`src/inc/hdsrv_pkg.sv`:
```
/*
  Package for the headphone offset servo controller: register offsets,
  field positions, reset values and timing counts.
  Assumes a 200 MHz system clock and a plain address/strobe register port.
*/
// Function
// - Enable bits 0/1 gate left/right servo.
// - Start-up trigger bits 4/5 measure then correct.
// - Start-up calibration takes about 25 ms.
// - Load trigger bits 2/3 copy stored offset.
// - Stored load takes about 2 ms.
// - Stored offsets 8-bit two's complement, right high.
// - Trigger bits read 1 while running.
// - Start-up done status in bits 1:0.
// - Stored load done status in bits 5:4.
// - Bits 9:8 OR both done fields.
// - Single trigger bits 12/13 one measure-adjust.
// - Each adjust moves correction one step at most.
// - Period field schedules 0.256 s times 2^n adjusts; 0 stops them.
// - Series trigger bits 8/9 run counted adjusts.
// - Series count field 11:5 requests value plus one.
// - Readback registers show present correction values.
// - Correction holds after calibration finishes.
`default_nettype none
package hdsrv_pkg;
  localparam int unsigned HDSRV_CLK_HZ = 200000000;
  localparam logic [7:0] HDSRV_ADR_TRIG = 8'h54;
  localparam logic [7:0] HDSRV_ADR_CFG = 8'h55;
  localparam logic [7:0] HDSRV_ADR_STORE = 8'h57;
  localparam logic [7:0] HDSRV_ADR_STAT = 8'h58;
  localparam logic [7:0] HDSRV_ADR_RRD = 8'h59;
  localparam logic [7:0] HDSRV_ADR_LRD = 8'h5A;
  localparam logic [7:0] HDSRV_ADR_IRQ_STAT = 8'h5B;
  localparam logic [7:0] HDSRV_ADR_IRQ_MASK = 8'h5C;
  // Trigger register field positions (left channel; right is one above).
  localparam int HDSRV_B_ENA = 0;
  localparam int HDSRV_B_LOAD = 2;
  localparam int HDSRV_B_START = 4;
  localparam int HDSRV_B_SERIES = 8;
  localparam int HDSRV_B_SINGLE = 12;
  // Configuration and status field positions.
  localparam int HDSRV_B_PERIOD = 0;
  localparam int HDSRV_B_COUNT = 5;
  localparam int HDSRV_B_ST_START = 0;
  localparam int HDSRV_B_ST_LOAD = 4;
  localparam int HDSRV_B_ST_ANY = 8;
  localparam logic [3:0] HDSRV_PERIOD_RST = 4'hA;
  localparam logic [6:0] HDSRV_COUNT_RST = 7'h2A;
  // Timing: figures in their own units and derived cycle counts.
  localparam int unsigned HDSRV_START_US = 25000;
  localparam int unsigned HDSRV_LOAD_US = 2000;
  localparam int unsigned HDSRV_TICK_MS = 256;
  localparam int unsigned HDSRV_START_CYC = HDSRV_START_US * (HDSRV_CLK_HZ / 1000000);
  localparam int unsigned HDSRV_LOAD_CYC = HDSRV_LOAD_US * (HDSRV_CLK_HZ / 1000000);
  localparam int unsigned HDSRV_TICK_CYC = HDSRV_TICK_MS * (HDSRV_CLK_HZ / 1000);
  localparam int unsigned HDSRV_MEAS_CYC = 64;
  // Interrupt status bit positions: per channel start-up done, load done, adjust done.
  localparam int HDSRV_IRQ_W = 6;
  typedef enum logic [4:0] {
    HDSRV_IDLE = 5'h01,
    HDSRV_MEAS = 5'h02,
    HDSRV_STEP = 5'h04,
    HDSRV_LOADW = 5'h08,
    HDSRV_DONE = 5'h10
  } hdsrv_state_e;
endpackage : hdsrv_pkg
`default_nettype wire

```
`src/hdl/hdsrv_chan.sv`:
```
/*
  One servo channel: sequences start-up, stored load, single and series
  adjusts and holds the correction value that drives the analogue DAC.
  Assumes the comparator sign input is settled whenever a measurement ends.
*/
`timescale 1ns/1ps
`default_nettype none
module hdsrv_chan
  import hdsrv_pkg::*;
#(
  parameter int unsigned START_CYC = HDSRV_START_CYC,
  parameter int unsigned LOAD_CYC = HDSRV_LOAD_CYC
)
(
  input wire logic sys_clk_i,
  input wire logic reset_n_i,
  input wire logic enable_i,
  input wire logic start_i,
  input wire logic load_i,
  input wire logic single_i,
  input wire logic series_i,
  input wire logic [6:0] count_i,
  input wire logic [7:0] stored_i,
  input wire logic offset_high_i,
  output logic [7:0] correction_o,
  output logic [3:0] busy_o,
  output logic start_done_o,
  output logic load_done_o,
  output logic adjust_done_o
);
  // Saturating step, so the correction never wraps across the range end.
  function automatic logic [7:0] hdsrv_step(input logic [7:0] v, input logic down);
    if (down)
      return (v == 8'h80) ? v : v - 8'h01;
    else
      return (v == 8'h7F) ? v : v + 8'h01;
  endfunction : hdsrv_step

  hdsrv_state_e state_q, state_d;
  logic [31:0] timer_q, timer_d;
  logic [7:0] left_q, left_d;
  logic [3:0] busy_q, busy_d;
  logic [7:0] corr_q, corr_d;
  logic sdone_q, sdone_d;
  logic ldone_q, ldone_d;
  logic [31:0] start_meas;
  logic go;

  // Start-up spends its time in 128 measure-step passes of equal length.
  assign start_meas = START_CYC / 128;
  assign go = enable_i & (start_i | load_i | single_i | series_i);

  // Sequencer; a trigger arriving while busy is ignored.
  always_comb
  begin
    state_d = state_q;
    timer_d = timer_q;
    left_d = left_q;
    busy_d = busy_q;
    corr_d = corr_q;
    sdone_d = sdone_q;
    ldone_d = ldone_q;
    adjust_done_o = 1'b0;
    case (state_q)
      HDSRV_IDLE:
      begin
        if (go)
        begin
          // Only the operation that actually runs may show busy: load, then start, series, single.
          busy_d = load_i ? 4'h1 : (start_i ? 4'h2 : (series_i ? 4'h4 : 4'h8));
          if (load_i)
          begin
            ldone_d = 1'b0;
            timer_d = LOAD_CYC - 1;
            state_d = HDSRV_LOADW;
          end
          else
          begin
            if (start_i)
              sdone_d = 1'b0;
            left_d = start_i ? 8'd127 : (series_i ? {1'b0, count_i} : 8'd0);
            timer_d = start_i ? start_meas - 1 : HDSRV_MEAS_CYC - 1;
            state_d = HDSRV_MEAS;
          end
        end
      end
      HDSRV_MEAS:
      begin
        if (!enable_i)
          state_d = HDSRV_DONE;
        else if (timer_q == 32'd0)
          state_d = HDSRV_STEP;
        else
          timer_d = timer_q - 32'd1;
      end
      HDSRV_STEP:
      begin
        corr_d = hdsrv_step(corr_q, offset_high_i);
        if (left_q == 8'd0)
          state_d = HDSRV_DONE;
        else
        begin
          left_d = left_q - 8'd1;
          timer_d = busy_q[1] ? start_meas - 1 : HDSRV_MEAS_CYC - 1;
          state_d = HDSRV_MEAS;
        end
      end
      HDSRV_LOADW:
      begin
        if (!enable_i)
          state_d = HDSRV_DONE;
        else if (timer_q == 32'd0)
        begin
          corr_d = stored_i;
          state_d = HDSRV_DONE;
        end
        else
          timer_d = timer_q - 32'd1;
      end
      HDSRV_DONE:
      begin
        sdone_d = sdone_q | (busy_q[1] & enable_i);
        ldone_d = ldone_q | (busy_q[0] & enable_i);
        adjust_done_o = busy_q[3] | busy_q[2];
        busy_d = 4'h0;
        state_d = HDSRV_IDLE;
      end
      default:
        state_d = HDSRV_IDLE;
    endcase
  end

  // State registers; the correction is kept between operations.
  always_ff @(posedge sys_clk_i or negedge reset_n_i)
  begin
    if (!reset_n_i)
    begin
      state_q <= HDSRV_IDLE;
      timer_q <= 32'd0;
      left_q <= 8'h00;
      busy_q <= 4'h0;
      corr_q <= 8'h00;
      sdone_q <= 1'b0;
      ldone_q <= 1'b0;
    end
    else
    begin
      state_q <= state_d;
      timer_q <= timer_d;
      left_q <= left_d;
      busy_q <= busy_d;
      corr_q <= corr_d;
      sdone_q <= sdone_d;
      ldone_q <= ldone_d;
    end
  end

  assign correction_o = corr_q;
  assign busy_o = busy_q;
  assign start_done_o = sdone_q;
  assign load_done_o = ldone_q;
endmodule : hdsrv_chan
`default_nettype wire

```
`src/hdl/hdsrv_top.sv`:
```
/*
  Headphone offset servo controller: register file, periodic adjust timer,
  interrupt logic and the two channel sequencers.
  Assumes a single 200 MHz clock and a master that never overlaps strobes.
*/
// Added by the designer: the address-and-strobe port.
`timescale 1ns/1ps
`default_nettype none
module hdsrv_top
  import hdsrv_pkg::*;
#(
  parameter int unsigned START_CYC = HDSRV_START_CYC,
  parameter int unsigned LOAD_CYC = HDSRV_LOAD_CYC,
  parameter int unsigned TICK_CYC = HDSRV_TICK_CYC
)
(
  input wire logic sys_clk_i,
  input wire logic reset_n_i,
  input wire logic [7:0] addr_i,
  input wire logic [15:0] wdata_i,
  input wire logic wr_i,
  input wire logic rd_i,
  output logic [15:0] rdata_o,
  input wire logic left_offset_high_i,
  input wire logic right_offset_high_i,
  output logic [7:0] left_correction_o,
  output logic [7:0] right_correction_o,
  output logic irq_o
);
  logic [1:0] ena_q;
  logic [3:0] period_q;
  logic [6:0] count_q;
  logic [15:0] store_q;
  logic [15:0] rdata_q;
  logic [HDSRV_IRQ_W-1:0] irq_stat_q, irq_mask_q;
  logic [31:0] tick_q;
  logic [14:0] ticks_q;
  logic [1:0] periodic;
  logic [3:0] busy [2];
  logic [1:0] sdone, ldone, adone;
  logic [7:0] corr [2];
  logic [1:0] hi;
  logic wr_trig, wr_cfg, wr_store, wr_mask, rd_irq;
  logic tick_wrap, period_hit;
  logic [15:0] trig_rd, stat_rd, rd_mux;
  logic [1:0] ena_eff;
  logic [14:0] period_len;

  // Address decode.
  assign wr_trig = wr_i & (addr_i == HDSRV_ADR_TRIG);
  assign wr_cfg = wr_i & (addr_i == HDSRV_ADR_CFG);
  assign wr_store = wr_i & (addr_i == HDSRV_ADR_STORE);
  assign wr_mask = wr_i & (addr_i == HDSRV_ADR_IRQ_MASK);
  assign rd_irq = rd_i & (addr_i == HDSRV_ADR_IRQ_STAT);
  assign hi = {right_offset_high_i, left_offset_high_i};
  // A trigger written together with its enable bit sees the new enable, so one write can enable and start.
  assign ena_eff = wr_trig ? wdata_i[HDSRV_B_ENA +: 2] : ena_q;

  // Periodic scheduler: base tick of 0.256 s, period is 2^n ticks; a period field of 0 schedules none.
  assign tick_wrap = (tick_q == TICK_CYC - 1);
  assign period_len = 15'(1) << period_q;
  assign period_hit = tick_wrap & (period_q != 4'h0) & (ticks_q >= period_len - 15'd1);
  assign periodic = {2{period_hit}};

  // Two channel sequencers, left at index 0.
  for (genvar c = 0; c < 2; c++)
  begin : g_chan
    hdsrv_chan #(
      .START_CYC(START_CYC),
      .LOAD_CYC(LOAD_CYC)
    ) u_chan (
      .sys_clk_i(sys_clk_i),
      .reset_n_i(reset_n_i),
      .enable_i(ena_eff[c]),
      .start_i(wr_trig & wdata_i[HDSRV_B_START + c]),
      .load_i(wr_trig & wdata_i[HDSRV_B_LOAD + c]),
      .single_i((wr_trig & wdata_i[HDSRV_B_SINGLE + c]) | periodic[c]),
      .series_i(wr_trig & wdata_i[HDSRV_B_SERIES + c]),
      .count_i(count_q),
      .stored_i(store_q[8*c +: 8]),
      .offset_high_i(hi[c]),
      .correction_o(corr[c]),
      .busy_o(busy[c]),
      .start_done_o(sdone[c]),
      .load_done_o(ldone[c]),
      .adjust_done_o(adone[c])
    );
  end

  // Read views of the trigger and status registers.
  assign trig_rd = {2'b00, busy[1][3], busy[0][3], 2'b00, busy[1][2], busy[0][2],
                    2'b00, busy[1][1], busy[0][1], busy[1][0], busy[0][0], ena_q};
  assign stat_rd = {6'h00, sdone | ldone, 2'b00, ldone, 2'b00, sdone};

  // Read multiplexer; unmapped addresses read zero.
  always_comb
  begin
    case (addr_i)
      HDSRV_ADR_TRIG: rd_mux = trig_rd;
      HDSRV_ADR_CFG: rd_mux = {4'h0, count_q, 1'b0, period_q};
      HDSRV_ADR_STORE: rd_mux = store_q;
      HDSRV_ADR_STAT: rd_mux = stat_rd;
      HDSRV_ADR_RRD: rd_mux = {8'h00, corr[1]};
      HDSRV_ADR_LRD: rd_mux = {8'h00, corr[0]};
      HDSRV_ADR_IRQ_STAT: rd_mux = {10'h000, irq_stat_q};
      HDSRV_ADR_IRQ_MASK: rd_mux = {10'h000, irq_mask_q};
      default: rd_mux = 16'h0000;
    endcase
  end

  // Registers written by software.
  always_ff @(posedge sys_clk_i or negedge reset_n_i)
  begin
    if (!reset_n_i)
    begin
      ena_q <= 2'b00;
      period_q <= HDSRV_PERIOD_RST;
      count_q <= HDSRV_COUNT_RST;
      store_q <= 16'h0000;
      irq_mask_q <= '0;
    end
    else
    begin
      if (wr_trig)
        ena_q <= wdata_i[HDSRV_B_ENA +: 2];
      if (wr_cfg)
      begin
        period_q <= wdata_i[HDSRV_B_PERIOD +: 4];
        count_q <= wdata_i[HDSRV_B_COUNT +: 7];
      end
      if (wr_store)
        store_q <= wdata_i;
      if (wr_mask)
        irq_mask_q <= wdata_i[HDSRV_IRQ_W-1:0];
    end
  end

  // Periodic timer restarts when the period field is rewritten.
  always_ff @(posedge sys_clk_i or negedge reset_n_i)
  begin
    if (!reset_n_i)
    begin
      tick_q <= 32'd0;
      ticks_q <= 15'd0;
    end
    else if (wr_cfg || period_q == 4'h0)
    begin
      tick_q <= 32'd0;
      ticks_q <= 15'd0;
    end
    else if (tick_wrap)
    begin
      tick_q <= 32'd0;
      ticks_q <= period_hit ? 15'd0 : ticks_q + 15'd1;
    end
    else
      tick_q <= tick_q + 32'd1;
  end

  // Sticky interrupt status; a new event wins over the clear-on-read.
  logic [1:0] sdone_q, ldone_q;
  logic [HDSRV_IRQ_W-1:0] ev;
  assign ev = {adone, ldone & ~ldone_q, sdone & ~sdone_q};
  always_ff @(posedge sys_clk_i or negedge reset_n_i)
  begin
    if (!reset_n_i)
    begin
      irq_stat_q <= '0;
      sdone_q <= 2'b00;
      ldone_q <= 2'b00;
      rdata_q <= 16'h0000;
    end
    else
    begin
      sdone_q <= sdone;
      ldone_q <= ldone;
      irq_stat_q <= (rd_irq ? '0 : irq_stat_q) | ev;
      rdata_q <= rd_i ? rd_mux : 16'h0000;
    end
  end

  assign irq_o = |(irq_stat_q & irq_mask_q);
  assign rdata_o = rdata_q;
  assign left_correction_o = corr[0];
  assign right_correction_o = corr[1];
endmodule : hdsrv_top
`default_nettype wire

```
`config.mk`:
```
export PLATFORM = sky130hd
export DESIGN_NAME = hdsrv_top
export DESIGN_NICKNAME = d
export VERILOG_FILES = /design/src/inc/hdsrv_pkg.sv /design/src/hdl/hdsrv_chan.sv /design/src/hdl/hdsrv_top.sv
export SDC_FILE = /design/constraint.sdc
export NUM_CORES = 1
export LEC_CHECK = 0
export ABC_AREA = 1
export BUFFER_PORTS_ARGS = -buffer_cell sky130_fd_sc_hd__buf_2
export CAP_MARGIN = 20
export CORE_UTILIZATION = 50
export CTS_CLUSTER_SIZE = 40
export DETAILED_ROUTE_END_ITERATION = 6
export PLACE_DENSITY = 0.67
export SLEW_MARGIN = 40
export SYNTH_ARGS = -nofsm -noshare
export SYNTH_HDL_FRONTEND = slang
export SYNTH_SLANG_ARGS = --single-unit
```
`constraint.sdc`:
```
create_clock -name sys_clk_i -period 5.78 [get_ports sys_clk_i]
set_input_delay 0.289 -clock sys_clk_i [delete_from_list [all_inputs] [get_ports sys_clk_i]]
set_output_delay 0.289 -clock sys_clk_i [all_outputs]
set_load 0.02 [all_outputs]
```
After elaboration in Yosys (flattened, before gate mapping). Cells that the tools add are included.

Output and inout port bits: 33. Register bits after elaboration: 226. Word-level logic and storage cells: 253. Bits of input ports: 30.

Reductions and logical operators: 33. Equality and inequality tests: 49. Shifts and indexed selects: 1. $lt $le $gt $ge: 1. Mux-type cells: 91. Add/sub/neg operators: 11. Bitwise logic cells: 42.

Operators with widths (number): $mux 32 (12); $pmux 32 s3 (2); $mux 8 (18); $pmux 16 s8 (1); $eq 8x7->1 const B (10); $mux 16 (5); $logic_not 32->1 (2); $pmux 8 s2 (4); $sub 32x1->32 const B (2); $mux 5 (12); $mux 15 (3); $mux 4 (10); $pmux 5 s4 (2); $add 32x1->32 const B (1); $eq 32x26->1 const B (1); $sub 8x1->8 const B (4); $and 1x1->1 (21); $ne 2x1->1 const B (10); $reduce_and 5->1 (4); $add 8x1->8 const B (2); $eq 8x8->1 const B (2); $logic_not 8->1 (2); $ne 2x2->1 const B (8); $pmux 4 s2 (2); other kinds (32) (88).

Logic depth before layout (Yosys ltp). Gate-level depths: netlist (run 1).

Depth in word-level cells: 10. Depth in mapped cells: 24. Depth with buffers taken out: 21.

Hierarchy. From an unflattened synthesis (run 1), not the netlist that was laid out.

Cells, all modules: 2214. Area total of the unflattened synthesis: 14943.1 µm².

By module, submodules not included: hdsrv_chan (times used 2, cells an instance 688, sequential area each 1477.7 µm², area an instance 4327.9 µm²); hdsrv_top (times used 1, cells an instance 838, sequential area each 2708.8 µm², area an instance 6287.3 µm²).

Worst setup path before layout (run 1). No wires, ideal clock.

Path kind: register to register. Start: register period_q[2]. End: register g_chan[1].u_chan.timer_q[1]. Clock period less this slack: 2.906 ns. Required time: 5.659 ns. Buffers on the path: 3. Cell stages (with the launch flop): 24. Library setup time: 0.121 ns. Slack: 2.874 ns. Arrival time: 2.785 ns. Path through: dfrtp_1 buf_2 inv_1 nand2_1 nor2_1 inv_1 ha_1 o211ai_1 xor2_1 ha_1 nand2_1 inv_1 a21oi_1 nand2_1 nand2_1 nand3_1 nand2_1 nand2_2 nand2_2 nand2_4 nand2_4 buf_8 buf_6 o21ai_2.

Word-level cells in the longest chain between the ends: 10. Elaborated cells on any way between the ends: 12. Those cells by class: add/sub: 1; order compare: 1; eq/ne: 1; shift: 1; bitwise: 6; reduce/logical: 2.

Ends and longest elaborated chain: start, declared (RTL line hdsrv_top.sv:31) `logic [3:0] period_q;`; start signal, assigned (RTL line hdsrv_top.sv:128) `period_q <= wdata_i[HDSRV_B_PERIOD +: 4];`; $shl 1x4->15 (RTL line hdsrv_top.sv:61) `assign period_len = 15'(1) << period_q;`; $sub 15x1->15 (RTL line hdsrv_top.sv:62) `assign period_hit = tick_wrap & (period_q != 4'h0) & (ticks_q >= period_len - 15'd1);`; $ge 15x15->1 (RTL line hdsrv_top.sv:62); $and 1x1->1 * (RTL line hdsrv_top.sv:62); $or 1x1->1 * (RTL line hdsrv_top.sv:77) `.single_i((wr_trig & wdata_i[HDSRV_B_SINGLE + c]) | periodic[c]),`; $or 1x1->1 * (2 in a row) (RTL line hdsrv_chan.sv:51) `assign go = enable_i & (start_i | load_i | single_i | series_i);`; $and 1x1->1 * (RTL line hdsrv_chan.sv:51); $ne 2x1->1 (no source line) *; $reduce_and 5->1 (no source line) *; end signal, assigned (RTL line hdsrv_chan.sv:149) `timer_q <= timer_d;`; end, declared (RTL line hdsrv_chan.sv:40) `logic [31:0] timer_q, timer_d;`.

Every way passes the cells marked *; elsewhere a longest branch is shown, timed or not. A chain may end at the register's enable or synchronous reset.

Worst setup path after layout (run 1).
Start: register period_q[3]. End: register g_chan[1].u_chan.timer_q[16].

Same word-level chain as after synthesis.

==> results.md, run 1 <==
- Synth Register Bits: 226
- Die width: 171 um
- Worst EP required: 6220 ps
- Fin crit period: 3790 ps
- GR Overflow Total: 0
- Final WL: around 37 mm
- Maximum VDD drop: 227 uV
- Post-CTS Resized: 0
- GP Congestion: ~0.94
- Area grow syn2layout: 10.8%
- Final setup violation count: 0
- Max FO, Critical Path: 56
- Top cell type's share of synthesized area: 0.383
- Gr usage total: 0.258
- Residual DRC: 0
- Final hold violation count: 0
- Cell area after layout: 15,800 sq um
- Largest net degree at the start of global routing: 106
- # IOs: 63
- Top FF cell, synth: dfrtp_1
- Routed len/inst: approximately 16 um
- Synth Area per Inst: 7.47 sq um
- Layout cells sized above 1: 0.137
- Setup Skew: 8.81 ps
- Achievable frequency: 0.264 GHz
- CP Launch Type: flop
- Max_slew headroom: 0.448
- Synth Instances: 1,912
- R2R Setup Slk: around 2000 ps
- Num rows: 61
- Leak pwr: roughly 0.0076 uW
- Detailed Place HPWL: 26.9 mm
- Synth Cell Area: between 10,000 and 15,000 sq um
- Die area: 29,300 sq um
- Antenna viol nets, final: 0
- Fin crit share: 0.656
- Chip Height: 171 um
- Crit path DAT: 4230 ps
- Clk_lat worst skew: 530 ps
- Synth area leader: dfrtp_1
- DRT Pass-1 Iters: 5
- CP endpoint kind: flop
- Slew @ Worst Pin: 824 ps
- Largest cells by area after synthesis: dfrtp_1 (38%), nand2_1 (12%), nor2_1 (6.5%)
- Fin util: 0.567
- Syn nets: ~2.0k
- Nets: 2,033
- Post-synthesis cell type count: slightly above 60
- Kind of critical path: reg2reg
- Unrepaired setup endpoints after global routing: false
- IO buf count: 62
- YS warnings: 0
- H-Tree Depth: 1
- Core box area: 27,900 sq um
- Reg clk slew, reported paths: 60 ps
- Max Cap Viol: 0
- Asr flop ratio synth: 1.00
- Vias per cell: about 5.4
- Clock Path Buffers: 3
- Hold crit path type: in2reg
- Register area share after synthesis: 0.396
- Post-synth top cells: nand2_1 (468), nor2_1 (247), dfrtp_1 (219)
- Num CTS Buffers: 27
- Clock sinks: 226
- Max Slew Vio Count: 0
- Overall power: 4760 uW
- CTS Root Cell: clkbuf_16
- Via count: roughly 13k
- Antenna violations before repair: 0
- Status: finished, final reports clean
- Hold WS: 35.2 ps
- Vias in the first global route: about 12k
- Post-synth EDFFs: 0
- Cell Area, Placed: around 15,000 sq um
- Top-count cell post-synth: nand2_1
- CTS tree: yes
- DR iter-0 viols: 1,042
- Setup TNS: 0 ps
- First-pass GRT wire length: 60.7 mm
- PD cells: 300 nW/um^2
- Initial Utilization: 0.512
-- routing by layer --
layer,GRT usage,wire length (um),up-vias
met5,0,0,-
met4,0.0780,883,0
met3,0.0312,1990,60
met2,0.400,16400,331
met1,0.374,17600,6046
li1,-,-,6374
-- per-stage QoR --
step | cells | worst slack, ps
after CTS | 2364 | 2010
after detailed placement | 2312 | 2040
final | 2367 | 1990
after global placement | 2312 | 2160
after floorplan | 1912 | 2870
after global routing | 2365 | 1540
-- layout by cell type, fill, tap and decap left out, drive strengths merged, types with 3 or more instances in the layout --
| cell type | n |
|---|---|
| o22ai | 24 |
| ha | 34 |
| buf | 65 |
| bufinv | 3 |
| or2 | 41 |
| nor3 | 39 |
| dfrtp | 219 |
| o21a | 3 |
| nand4 | 52 |
| and3 | 4 |
| dlygate4sd3 | 3 |
| o211ai | 10 |
| a21oi | 57 |
| nand3 | 119 |
| nor2 | 259 |
| clkbuf | 40 |
| inv | 222 |
| nor3b | 4 |
| xor2 | 57 |
| clkinv | 7 |
| xnor2 | 13 |
| a221oi | 9 |
| nand2 | 499 |
| a32o | 3 |
| dfstp | 7 |
| nand3b | 5 |
| a31oi | 4 |
| mux2 | 3 |
| o21ai | 153 |
| nor4 | 11 |
-- state kept, by name, summed over array words and instances, names as in the netlist, 4 cells and up --
name / flops
g_chan.u_chan.left_q: 16
tick_q: 32
ticks_q: 15
g_chan.u_chan.busy_o: 8
g_chan.u_chan.state_q: 10
g_chan.u_chan.correction_o: 16
store_q: 16
g_chan.u_chan.timer_q: 64
irq_stat_q: 6
count_q: 7
irq_mask_q: 6
rdata_o: 16
period_q: 4
-- area by class of cell --
cell class	instances	area (sq um)
clock inverter	9	120
sequential	226	5660
fill	2677	12100
antenna	2	5.00
multi-input combinational	1421	7530
clock buffer	40	795
tap	378	473
inverter	223	841
timing repair buffer	68	400
-- critical path: stages (launching register included) --
cell and delay, ps:
dfstp_2 610, inv_1 130, nand2_1 170, nor2_1 90, inv_1 110, ha_1 240
nand3_1 120, xor2_1 160, ha_1 300, nand2_1 90, inv_1 60, nand2_1 60
nand2_1 40, a21oi_1 130, nand3_1 110, nand2_1 190, nand2_2 90, nand2_2 90
nand2_4 120, nand2_4 550, nand2_1 140, o21ai_2 90
-- cells by family after synthesis --
logic type,count (synthesis),share of synthesized area
xor+xnor,70,0.0429
simple gates,1033,0.328
compound gates,277,0.118
flops,226,0.396
mux,5,0.00376
buf+inv,265,0.0776
fa+ha+maj,36,0.0326
-- what timing repair did --
item	4_1_cts	5_1_grt
buffers inserted	0	0
hold buffers	3	0
hold endpoints to repair	102	0
endpoints found under the setup margin	0	0
-- worst paths after layout --
check                                 start                           end  cells after the start
worst max-delay path            period_q[3]  g_chan[1].u_chan.timer_q[16]                     21
worst min-delay path            wdata_i[10]                    count_q[5]                      3
worst max register to register  period_q[3]  g_chan[1].u_chan.timer_q[16]                     21
worst min register to register   ldone_q[0]                 irq_stat_q[2]                      1
max in group asynchronous         reset_n_i  g_chan[0].u_chan.timer_q[21]                      4
min in group asynchronous         reset_n_i  g_chan[1].u_chan.timer_q[15]                      2
-- power by group --
| group | internal (uW) | switching, uW |
|---|---|---|
| clock | 1080 | 672 |
| sequential | 1680 | 92.5 |
| combinational | 330 | 905 |
(Power assumes the default switching activity.)
==> run 2, diff against run 1 <==
Clock period 5.78 ns to 3.6 ns, I/O delays scaled along.
==> run 2 against run 1 <==
  * Global-route usage is 0.72 points higher
  * Clock skew is 1.9 ps higher
  * Sequential share of layout area is 0.61 points lower
  * Worst hold slack better by 12 ps
  * Cell area is 1.7% higher
  * Clock power is 53% higher
  * Utilization is 0.99 points higher
  * Non-clock buffer count is 18 higher
  * Worst setup slack worse by 1700 ps
  * Critical path depth stayed put
  * Sequential cell count stayed put
  * Sequential power is 61% higher
  * Highest routed layer unchanged
==> results.md, run 2 (synthesized netlist as in run 1, its figures left out) <==
- Met3 Use GR: 0.0317
- Worst EP required: 4010 ps
- Top flop regs: g_chan.u_chan.timer_q: 64 flops, tick_q: 32 flops
- Num rows: between 60 and 70
- Fin util: 0.577
- Sequential cell area: 5660 sq um
- Achievable frequency: 0.300 GHz
- GP Congestion: slightly above 0.9
- Crit-path cells: inv_2 > nand2_1 > nor2_1 > inv_1 > ha_4 > nand2_1 > xor2_1 > ha_1 > nand2_1 > nor2_1 > nand2_1 > nor2_1 > nand2_1 > nand3_1 > nand2_2 > nand2_1 > nand2_4 > nand2_8 > nand2_8 > nand2_1 > o21ai_2
- Die area: 29,300 sq um
- Fill cells: about 2.6k
- Clock sinks: 226
- Die width: ~170 um
- Largest Register: g_chan.u_chan.timer_q
- H-Tree Depth: 1
- Fin crit period: approximately 3300 ps
- # IOs: 63
- Area of the multi-input gates: 7670 sq um
- Max FO, Critical Path: 17
- Unrepaired setup endpoints after global routing: false
- Max Slew Vio Count: 0
- Max FFs per register: 64
- Crit path DAT: between 3000 and 4000 ps
- Status: finished, final reports clean
- Maximum VDD drop: 374 uV
- Most used cell, CP: nand2_1
- Leak pwr: between 0.007 and 0.008 uW
- Routed len/inst: 16.3 um
- Hold crit path type: in2reg
- DR iter-0 viols: between 1k and 1.5k
- Cells after DPL: 2,320
- Final WL: approximately 39 mm
- Vias per cell: 5.51
- Kind of critical path: reg2reg
- Commonest non-fill, non-tap cell in the layout: nand2_1
- First-pass GRT wire length: around 62 mm
- Cell family with most CP delay: simple AND/OR/NAND/NOR gates
- Met2 Use GR: 0.422
- Worst setup margin: ~270 ps
- Vias in the first global route: approximately 12k
- Crit path largest cell delay: 580 ps
- Num CTS Buffers: 26
- Slowest CP cell: dfstp_2
- Number of buffers and inverters on the critical path: 2
- Largest net degree at the start of global routing: 85
- Detailed Place HPWL: 27.3 mm
- Final hold violation count: 0
- CTS Root Cell: clkbuf_16
- Setup Skew: 10.7 ps
- Nets: 2,056
- Fin crit share: 0.925
- Reg clk slew, reported paths: around 60 ps
- Layout cells sized above 1: 0.141
- CTS tree: yes
- Clk_lat worst skew: 530 ps
- Pre-CTS setup slack: 29.5 ps
- Max_slew headroom: 0.357
- R2R Setup Slk: 270 ps
- Residual DRC: 0
- Slew @ Worst Pin: 957 ps
- Antenna viol nets, final: 0
- IO buf count: 62
- Initial Utilization: 0.512
- Area grow syn2layout: 12.7%
- CP Launch Type: flop
- CP endpoint kind: flop
- Grt peak-use layer: met2
- Via count: 13.2k
- Antenna violations before repair: 1
- Met1 GRT Util: 0.373
- Setup TNS: 0 ps
- Final setup violation count: 0
- GR Overflow Total: 0
- DRT Pass-1 Iters: 6
- Gr usage total: 0.265
- Max Cap Viol: 0
- Core box area: 27,900 sq um
- Commonest non-fill, non-tap cells in the layout: nand2_1 (464), nor2_1 (247), dfrtp_1 (219), inv_1 (202), nand3_1 (116)
- Clock Path Buffers: 3
- Chip Height: around 170 um
- Fin cells: 2,389
- PD cells: 496 nW/um^2
run 2: changes by cell type in the layout (fill, tap and decap cells not counted), moves of 2 or more:
cell and change:
bufinv_16 -2, buf_12 +2, clkinv_2 -3, buf_4 +7, dlygate4sd3_1 +9, nand2_4 +2, nand2_8 +6, nand2_1 -2
clkbuf_1 +3
run 2: per-stage QoR:
stage / area (sq um) / hold slack [ps] / power, uW
after floorplan: 14300 / -116 / 4590
after global placement: 14900 / 144 / 4880
after detailed placement: 14900 / 148 / 4930
after CTS: 15900 / 29.3 / 7630
after global routing: 16100 / 55.1 / 8390
final: 16100 / 47.0 / 7980
run 2: worst register-to-register path, cell delays in order, from the launching register on:
cell and delay, ps:
dfstp_2 580, inv_2 80, nand2_1 110, nor2_1 80, inv_1 140, ha_4 180, nand2_1 70, xor2_1 170
ha_1 310, nand2_1 90, nor2_1 150, nand2_1 80, nor2_1 100, nand2_1 60, nand3_1 90, nand2_2 110
nand2_1 150, nand2_4 130, nand2_8 210, nand2_8 150, nand2_1 120, o21ai_2 50
run 2: area by class of cell:
type / count / area share
timing repair buffer: 86 / 0.0371
antenna: 1 / 0.000155
clock inverter: 5 / 0.00326
clock buffer: 43 / 0.0500
sequential: 226 / 0.352
multi-input combinational: 1427 / 0.476
inverter: 223 / 0.0522
tap: 378 / 0.0294
run 2: path summary, 6_finish.rpt:
check / startpoint / to / depth (start not counted)
min in group asynchronous: reset_n_i / g_chan[1].u_chan.timer_q[21] / 2
worst max register to register: period_q[1] / g_chan[0].u_chan.left_q[1] / 21
max in group asynchronous: reset_n_i / g_chan[0].u_chan.state_q[0] / 3
worst max-delay path: period_q[1] / g_chan[0].u_chan.left_q[1] / 21
worst min register to register: ldone_q[1] / irq_stat_q[3] / 1
worst min-delay path: rd_i / rdata_o[6] / 3
run 2: what timing repair did:
action                                 4_1_cts  5_1_grt
hold buffers                                12        0
endpoints found under the hold margin       78        0
gates cloned                                 0        8
pin swaps                                    0        2
setup endpoints to repair                   11       84
buffers inserted                             0        0
resized for setup                            1       13
run 2: layer usage:
layer	wire, um	part of all wire
met1	18300	0.47
met2	17400	0.45
met3	2170	0.056
met4	1170	0.030
met5	0	0
run 2: where the power goes:
group | internal (uW) | total (uW) | switching (uW)
sequential | 2700 | 2850 | 152
combinational | 718 | 2470 | 1750
clock | 1590 | 2670 | 1080
